[src/design/anp_cfg.svh]
`ifndef ANP_CFG_SVH
`define ANP_CFG_SVH

// register addresses on the management register port
`define ANP_ADDR_W        5
`define ANP_ADDR_EXP      5'h06
`define ANP_ADDR_NP_TX    5'h07
`define ANP_ADDR_NP_LP    5'h08

// expansion register field positions
`define ANP_EXP_LP_AN     0
`define ANP_EXP_PG_RX     1
`define ANP_EXP_NP_ABLE   2
`define ANP_EXP_LP_NP     3
`define ANP_EXP_PD_FLT    4

// next-page word field positions
`define ANP_NP_BIT        15
`define ANP_RSVD_BIT      14
`define ANP_MP_BIT        13
`define ANP_ACK2_BIT      12
`define ANP_TGL_BIT       11
`define ANP_CODE_MSB      10

// reset values
`define ANP_NP_ABLE_RST   1'h1
`define ANP_TX_NP_RST     1'h0
`define ANP_TX_MP_RST     1'h1
`define ANP_TX_ACK2_RST   1'h0
`define ANP_TX_TGL_RST    1'h0
`define ANP_TX_CODE_RST   11'h001
`define ANP_RSVD_RST      1'h0
`define ANP_PULSE_RST     1'h0
`define ANP_FLAG_RST      1'h0
`define ANP_WORD_ZERO     16'h0000

`endif

[src/design/anp_pkg.sv]
package anp_pkg;

   typedef struct packed {
      logic        next_page;
      logic        reserved;
      logic        msg_page;
      logic        ack2;
      logic        toggle;
      logic [10:0] code;
   } anp_np_word_type;

   typedef struct packed {
      logic [4:0]  addr;
      logic        wr;
      logic        rd;
      logic [15:0] wdata;
   } anp_reg_req_type;

endpackage

[src/design/anp_lh_flag.sv]
`timescale 1ns/1ps
`default_nettype none
`include "anp_cfg.svh"

module anp_lh_flag
(
   input  wire logic clk_i,
   input  wire logic nrst_i,
   input  wire logic event_i,
   input  wire logic rd_clr_i,
   output logic      flag_o
);

   logic flag_q;
   logic flag_d;

   ////////////////////////////////////////////////////////////////////////
   // set beats the read clear; a level still present re-sets it at once
   always_comb
   begin
      flag_d = event_i | (flag_q & ~rd_clr_i);
   end

   always_ff @(posedge clk_i or negedge nrst_i)
   begin
      if (!nrst_i)
      begin
         flag_q <= `ANP_FLAG_RST;
      end
      else
      begin
         flag_q <= flag_d;
      end
   end

   assign flag_o = flag_q;

endmodule

`default_nettype wire

[src/design/anp_regs.sv]
// Notes on behaviour
// expansion bit 3 shows whether the partner signalled next-page ability, read-only.
// expansion bit 2 is read-only and always 1, the local side supports next pages.
// page-received (bit 1) and parallel-fault (bit 4) latch high on their event, reset 0.
// management writes next-page bit 15, message-page bit 13 (reset 1) and code 10:0 (reset 1).
// management sets acknowledge-2 bit 12 to say whether it can comply, reset 0.
// toggle bit 11 is read-only, inverts per sent page, resets 0; bit 14 reads 0.
// the partner next-page register is read-only, holds the last received page, resets 0.
// the partner register shows received acknowledge-2 at bit 12 and toggle at bit 11.
// expansion bits 15 to 5 and all reserved bits read 0 and ignore writes.
// a latched-high flag clears once read unless its cause is still present.
`timescale 1ns/1ps
`default_nettype none
`include "anp_cfg.svh"

module anp_regs
(
   input  wire logic                     CLK_SYS_I,
   input  wire logic                     NRST_I,
   input  wire anp_pkg::anp_reg_req_type REG_REQ_I,
   output logic [15:0]                   REG_RDATA_O,
   output logic                          REG_RVALID_O,
   input  wire logic                     AN_LP_AN_ABLE_I,
   input  wire logic                     AN_LP_NP_ABLE_I,
   input  wire logic                     AN_PAR_DET_FAULT_I,
   input  wire logic                     AN_PAGE_RX_I,
   input  wire anp_pkg::anp_np_word_type AN_RX_WORD_I,
   input  wire logic                     AN_NP_SENT_I,
   output anp_pkg::anp_np_word_type      NP_TX_WORD_O,
   output logic                          NP_TX_LOADED_O
);
   import anp_pkg::*;

   ////////////////////////////////////////////////////////////////////////
   // decode

   function automatic logic hit(input logic [4:0] a, input logic [4:0] ref_a);
      hit = (a == ref_a);
   endfunction

   logic wr_tx;
   logic rd_exp;

   assign wr_tx  = REG_REQ_I.wr & hit(REG_REQ_I.addr, `ANP_ADDR_NP_TX);
   assign rd_exp = REG_REQ_I.rd & hit(REG_REQ_I.addr, `ANP_ADDR_EXP);

   ////////////////////////////////////////////////////////////////////////
   // latched-high event flags

   logic pg_rx_flag;
   logic pd_flt_flag;

   anp_lh_flag u_pg_rx
   (
      .clk_i    (CLK_SYS_I),
      .nrst_i   (NRST_I),
      .event_i  (AN_PAGE_RX_I),
      .rd_clr_i (rd_exp),
      .flag_o   (pg_rx_flag)
   );

   anp_lh_flag u_pd_flt
   (
      .clk_i    (CLK_SYS_I),
      .nrst_i   (NRST_I),
      .event_i  (AN_PAR_DET_FAULT_I),
      .rd_clr_i (rd_exp),
      .flag_o   (pd_flt_flag)
   );

   ////////////////////////////////////////////////////////////////////////
   // next-page transmit word

   anp_np_word_type tx_q;
   anp_np_word_type tx_d;
   anp_np_word_type wr_word;

   assign wr_word = anp_np_word_type'(REG_REQ_I.wdata);

   // a write and a sent page in one cycle both take effect
   always_comb
   begin
      tx_d = tx_q;
      if (wr_tx)
      begin
         tx_d.next_page = wr_word.next_page;
         tx_d.msg_page  = wr_word.msg_page;
         tx_d.code      = wr_word.code;
         tx_d.ack2      = wr_word.ack2;
      end
      // toggle is never taken from the bus write
      if (AN_NP_SENT_I)
      begin
         tx_d.toggle = ~tx_q.toggle;
      end
      tx_d.reserved = `ANP_RSVD_RST;
   end

   always_ff @(posedge CLK_SYS_I or negedge NRST_I)
   begin
      if (!NRST_I)
      begin
         tx_q.next_page <= `ANP_TX_NP_RST;
         tx_q.reserved  <= `ANP_RSVD_RST;
         tx_q.msg_page  <= `ANP_TX_MP_RST;
         tx_q.ack2      <= `ANP_TX_ACK2_RST;
         tx_q.toggle    <= `ANP_TX_TGL_RST;
         tx_q.code      <= `ANP_TX_CODE_RST;
      end
      else
      begin
         tx_q <= tx_d;
      end
   end

   assign NP_TX_WORD_O = tx_q;

   ////////////////////////////////////////////////////////////////////////
   // one-cycle load strobe towards the negotiation logic

   logic loaded_q;
   logic loaded_d;

   always_comb
   begin
      loaded_d = wr_tx;
   end

   always_ff @(posedge CLK_SYS_I or negedge NRST_I)
   begin
      if (!NRST_I)
      begin
         loaded_q <= `ANP_PULSE_RST;
      end
      else
      begin
         loaded_q <= loaded_d;
      end
   end

   assign NP_TX_LOADED_O = loaded_q;

   ////////////////////////////////////////////////////////////////////////
   // last page seen from the link partner

   anp_np_word_type lp_q;
   anp_np_word_type lp_d;

   always_comb
   begin
      lp_d = lp_q;
      if (AN_PAGE_RX_I)
      begin
         lp_d.next_page = AN_RX_WORD_I.next_page;
         lp_d.msg_page  = AN_RX_WORD_I.msg_page;
         lp_d.ack2      = AN_RX_WORD_I.ack2;
         lp_d.toggle    = AN_RX_WORD_I.toggle;
         lp_d.code      = AN_RX_WORD_I.code;
      end
      // a reserved bit set on the line must not show in the register
      lp_d.reserved = `ANP_RSVD_RST;
   end

   always_ff @(posedge CLK_SYS_I or negedge NRST_I)
   begin
      if (!NRST_I)
      begin
         lp_q <= anp_np_word_type'(`ANP_WORD_ZERO);
      end
      else
      begin
         lp_q <= lp_d;
      end
   end

   ////////////////////////////////////////////////////////////////////////
   // read data, registered; unmapped addresses return zero

   logic [15:0] exp_word;
   logic [15:0] rdata_q;
   logic [15:0] rdata_d;
   logic        rvalid_q;
   logic        rvalid_d;

   always_comb
   begin
      exp_word                   = `ANP_WORD_ZERO;
      exp_word[`ANP_EXP_LP_AN]   = AN_LP_AN_ABLE_I;
      exp_word[`ANP_EXP_PG_RX]   = pg_rx_flag;
      exp_word[`ANP_EXP_NP_ABLE] = `ANP_NP_ABLE_RST;
      exp_word[`ANP_EXP_LP_NP]   = AN_LP_NP_ABLE_I;
      exp_word[`ANP_EXP_PD_FLT]  = pd_flt_flag;
   end

   always_comb
   begin
      rdata_d  = rdata_q;
      rvalid_d = REG_REQ_I.rd;
      if (REG_REQ_I.rd)
      begin
         unique case (REG_REQ_I.addr)
            `ANP_ADDR_EXP:   rdata_d = exp_word;
            `ANP_ADDR_NP_TX: rdata_d = tx_q;
            `ANP_ADDR_NP_LP: rdata_d = lp_q;
            default:         rdata_d = `ANP_WORD_ZERO;
         endcase
      end
   end

   always_ff @(posedge CLK_SYS_I or negedge NRST_I)
   begin
      if (!NRST_I)
      begin
         rdata_q  <= `ANP_WORD_ZERO;
         rvalid_q <= `ANP_PULSE_RST;
      end
      else
      begin
         rdata_q  <= rdata_d;
         rvalid_q <= rvalid_d;
      end
   end

   assign REG_RDATA_O  = rdata_q;
   assign REG_RVALID_O = rvalid_q;

endmodule

`default_nettype wire

[config.mk]
export PLATFORM = sky130hd
export DESIGN_NAME = anp_regs
export DESIGN_NICKNAME = d
export VERILOG_FILES = /design/src/design/anp_pkg.sv /design/src/design/anp_lh_flag.sv /design/src/design/anp_regs.sv
export VERILOG_INCLUDE_DIRS = /design/src /design/src/design
export SDC_FILE = /design/constraint.sdc
export NUM_CORES = 1
export LEC_CHECK = 0
export BUFFER_PORTS_ARGS = -buffer_cell sky130_fd_sc_hd__buf_2
export CAP_MARGIN = 5
export CORE_ASPECT_RATIO = 1.2
export CORE_MARGIN = 3
export CORE_UTILIZATION = 53
export DETAILED_ROUTE_END_ITERATION = 16
export GPL_TIMING_DRIVEN = 0
export PLACE_DENSITY_LB_ADDON = 0.2
export SLEW_MARGIN = 15
export SYNTH_ARGS = -nofsm -noshare
export SYNTH_HDL_FRONTEND = slang
export SYNTH_SLANG_ARGS = --single-unit
[constraint.sdc]
create_clock -name CLK_SYS_I -period 2.85 [get_ports CLK_SYS_I]
set_clock_uncertainty 0.1 [all_clocks]
set_input_delay 0.1425 -clock CLK_SYS_I [delete_from_list [all_inputs] [get_ports CLK_SYS_I]]
set_output_delay 0.1425 -clock CLK_SYS_I [all_outputs]
set_load 0.1 [all_outputs]
======== Word level (Yosys, flattened, before mapping) ========
Index checks and enable logic that the tools add are counted.
W data, S select, Z words.
word-level totals
  bits in registers ....................... 50
  bits of input ports ..................... 46
cells by class
  bitwise operators ....................... 8
  muxes and demuxes ....................... 1
  eq/ne operators ......................... 3
operators by type and width
  operator              number
  $pmux W16 S3          1
  $eq A5 B3 Y1 const B  2
  $eq A5 B4 Y1 const B  1
  $and A1 B1 Y1         4
  $not A1 Y1            2
  $or A1 B1 Y1          2

======== Longest topological paths before layout ========
  word-level depth ........................ 5
  gate-level depth with buffers ........... 6

======== Cells and area by module ========
Synthesis repeated with hierarchy kept, for this count alone.
unflattened totals
  cell total of the unflattened synthesis .. 166
  area, all modules ....................... 2203.4 µm²
modules (own cells, without submodules)
  module       area an instance (µm²)  cells an instance  instances
  anp_regs     2130.8                  160                1
  anp_lh_flag  36.3                    3                  2

======== Worst setup path after synthesis ========
Ideal clock, no wire load.
  path type ............................... reg2reg
  start ................................... register tx_q (netlist bit NP_TX_WORD_O[1])
  end ..................................... register rdata_q[1], in the netlist REG_RDATA_O[1]
  setup time .............................. 130 ps
  data arrival time ....................... 1359 ps
  stages on the path, launching flop included .. 4
  path buffers ............................ 0
  path slack .............................. 1261 ps
  path through ............................ dfrtp_1 mux2_2 a32oi_1 o2bb2ai_1
between the ends
  longest elaborated chain between the ends .. 1
ends and longest elaborated chain
  item                    RTL line         text
  from (decl)             anp_regs.sv:74   anp_np_word_type tx_q;
  from (signal assigned)  anp_regs.sv:112  tx_q <= tx_d;
  $pmux W16 S3            anp_regs.sv:201  unique case (REG_REQ_I.addr)
  to (signal assigned)    anp_regs.sv:214  rdata_q <= `ANP_WORD_ZERO;
  to (signal assigned)    anp_regs.sv:219  rdata_q <= rdata_d;
  to (decl)               anp_regs.sv:180  logic [15:0] rdata_q;
Every way passes these cells.
A chain may end at the register's enable or synchronous reset.

==> flow_summary.yaml <==
clock_tree:
  insertion_delay_ns: 0.30
  cts.path.max_buffers: 2
  clk_pin_slew_ns: 0.09
  cts_tree: "done"
  clockRootBuffer: "clkbuf_8"
  cts_buffers: 5
  cts_num_sinks: 49
  htree_levels: 2
  cts_setup_buffers: 0
cells_and_area:
  nets: 325
  syn2layout_area_growth_pct: 40.3
  final_cell_mix: "76 x buf_2, 47 x dfrtp_1, 33 x dlygate4sd3_1"
  antenna_cells: 0
  drive_gt1_share_pct: 46.1
  layout_commonest_cell: "buf_2"
sta:
  maxSlewHeadroom_pct: 65.9
  clock.fmax_mhz: 627
  setup_viol: 0
  min_period_ns: 1.60
  fin_setup_tns_ns: 0
  rsz0062_at_grt: "false"
  maxSlewViolCount: 0
  final_hold_viol_count: 0
  hold-worst-slack_ns: 0.0282
  tightest_slew_ns: 0.511
  fin_crit_sh_pct: 56.0
synth:
  syn_inst: 165
  synth_edf_count: 0
  synth_mux_area_share_pct: 17.3
  synthSimpleGateAreaFrac_pct: 11.2
  synth_top_family_by_area: "multiplexers"
  synth-adder-area-share_pct: 0
  synth_area_leaders: "dfrtp_1 52%, mux2_2 11%, mux2_4 5.9%"
  ys_warn_count: 0
  synth_cell_type_count: 28
  ys_ff_latch: 49
  ys_async_sr_fraction_pct: 100
  synth-xor-area-share_pct: 0.385
  synth_top_area_share_pct: 51.7
  yosys_most_used_dff: "dfrtp_1"
  seq_area_frac_synth_pct: 54.0
  synth_largest_area_cell: "dfrtp_1"
  synth-compound-area-share_pct: 12.4
  synth_area_per_cell_um2: 13.8
  syn_area_um2: 2270
drt:
  wire_per_inst_um: 16.1
  first_pass_iters: 4
  vias: 1810
  drc: 0
  antenna_left: 0
  drt-initial-drc-count: 70
  finalWirelength_mm: 5.38
  vias_per_cell: 5.42
worst_setup_path:
  critPathMaxStageDelay_ns: 0.53
  endpoint_kind: "flop"
  critPathKind: "input pin to flop"
  cp.required_ns: 2.93
  regToRegEndpoint: "REG_RDATA_O[4]$_DFFE_PN0P_"
  worst_path_most_repeated_cell: "buf_2"
  crit_slowest_cell: "dlygate4sd3_1"
  r2r_slack_ns: 1.70
  worstPathArrival_ns: 1.68
  cp_max_fo: 10
  reg2reg_depth: 3
  path_cells: "dlygate4sd3_1 > buf_2 > and2b_1 > a32oi_2 > buf_2 > o2bb2ai_1"
  start_kind: "input pin"
  reg2reg_from: "NP_TX_WORD_O[4]$_DFFE_PN0P_"
grt:
  grt_pass1_wl_mm: 8.64
  grt_usage_pct: 22.1
  gr-total-overflow: 0
  grt_pass1_vias: 1902
  antenna_found_initial: 0
  grt_max_degree: 50
min_path:
  whs_endpoint: "REG_RDATA_O[3]$_DFFE_PN0P_"
  hold_class: "input pin to flop"
  hold_depth: 3
  worstHoldStart: "AN_LP_NP_ABLE_I"
power:
  sequentialPowerShare_pct: 39.8
  p_sw_uw: 760
  power.density_nw_per_um2: 645
  power.internal_mw: 1.30
  ir_worst_vdd_mv: 0.559
  switching_share_pct: 37.0
  power_frac_clock_pct: 28.3
  p_leak_nw: 1.52
  p_comb_share_pct: 31.9
run_status:
  status: "finished clean"
die:
  start_util_pct: 56.3
  rows: 25
  core-area_um2: 4040
  chipWidth_um: 65.8
  boundaryPins: 80
  die_h_um: 77.7
  die_area_um2: 5110
placement:
  hpwl_mm: 3.63
  io_buffers: 72
  gp_routability_congestion: 0.803
run:
  cap_viol_max_count: 0
## synthesized netlist by cell type (all sizes together) (3+ instances only)
library cell	count
dfrtp	47
mux2	32
o2bb2ai	14
and3b	11
nor3b	11
a22oi	10
buf	10
a32oi	7
clkbuf	6
nand3	3
## per-stage QoR
stage	total power [mW]	util, %	worst slack (ns)	instances	area (um^2)
after floorplan	1.32	-	1.26	166	2280
after global placement	1.44	67.0	1.27	292	2710
after detailed placement	1.45	67.0	1.28	292	2710
after CTS	2.06	78.5	1.27	333	3170
after global routing	2.13	79.0	1.21	334	3190
final	2.06	79.0	1.25	334	3190
## worst max path at each step
| stage | startpoint | end | slack (ns) | depth (start not counted) |
|---|---|---|---|---|
| 2_1_floorplan | NP_TX_WORD_O[1]$_DFFE_PN0P_ | REG_RDATA_O[1]$_DFFE_PN0P_ | 1.26 | 3 |
| 3_3_place_gp | REG_REQ_I[21] | NP_TX_WORD_O[8]$_DFFE_PN0P_ | 1.27 | 7 |
| 4_1_cts | REG_REQ_I[16] | REG_RDATA_O[12]$_DFFE_PN0P_ | 1.27 | 6 |
| 6_report | REG_REQ_I[16] | REG_RDATA_O[12]$_DFFE_PN0P_ | 1.25 | 6 |
| 3_5_place_dp | REG_REQ_I[21] | NP_TX_WORD_O[7]$_DFFE_PN0P_ | 1.28 | 7 |
| 5_1_grt | REG_REQ_I[16] | REG_RDATA_O[10]$_DFFE_PN0P_ | 1.21 | 6 |
## cells by family (layout without fill, tap and decap cells)
kind of cell | Yosys count | after routing
mux | 32 | 32
flops | 49 | 49
simple gates | 32 | 32
other cells | 1 | 2
buf+inv | 17 | 131
compound gates | 33 | 33
xor+xnor | 1 | 1
## cell type report
cell class | instances | area, um^2
flip-flops and latches | 49 | 1230
multi-input cells | 100 | 946
fillers | 253 | 846
repair buffers | 106 | 711
plain buffers | 16 | 98.8
clock buffers | 5 | 68.8
well taps | 54 | 67.6
clock inverters | 3 | 65.1
inverters | 1 | 3.75
## flip-flops by register name (all words and copies together), names as in the netlist
register         count
REG_RDATA_O         15
lp_q                15
NP_TX_WORD_O        15
REG_RVALID_O         1
u_pd_flt.flag_o      1
NP_TX_LOADED_O       1
u_pg_rx.flag_o       1
## per-layer routing
metal  global-route usage (%)  routed length (um)  vias to the layer above
met1                     26.4                2160                      891
met2                     38.0                2810                       57
met5                        0                   0                        -
met3                     4.49                 264                       15
met4                     9.34                 134                        0
li1                         -                   -                      847
## worst max-delay path: cells and delay by family
family / cells / cell delay, ns
AND/OR/NAND/NOR: 1 / 0.16
AO/OA/AOI/OAI: 2 / 0.40
buffers and inverters: 3 / 0.96
## power groups by stage
stage,combinational (mW),clock [mW],sequential (mW)
after CTS,0.654,0.589,0.817
final,0.656,0.583,0.817
after global routing,0.683,0.613,0.829
after detailed placement,0.617,0,0.831
after floorplan,0.146,0,1.17
after global placement,0.614,0,0.828
## timing repair
| item | CTS | global route |
|---|---|---|
| resized for setup | 0 | 0 |
| hold buffers | 33 | 0 |
| endpoints found under the hold margin | 79 | 0 |
Note: power is estimated with default switching activity, not from simulation.
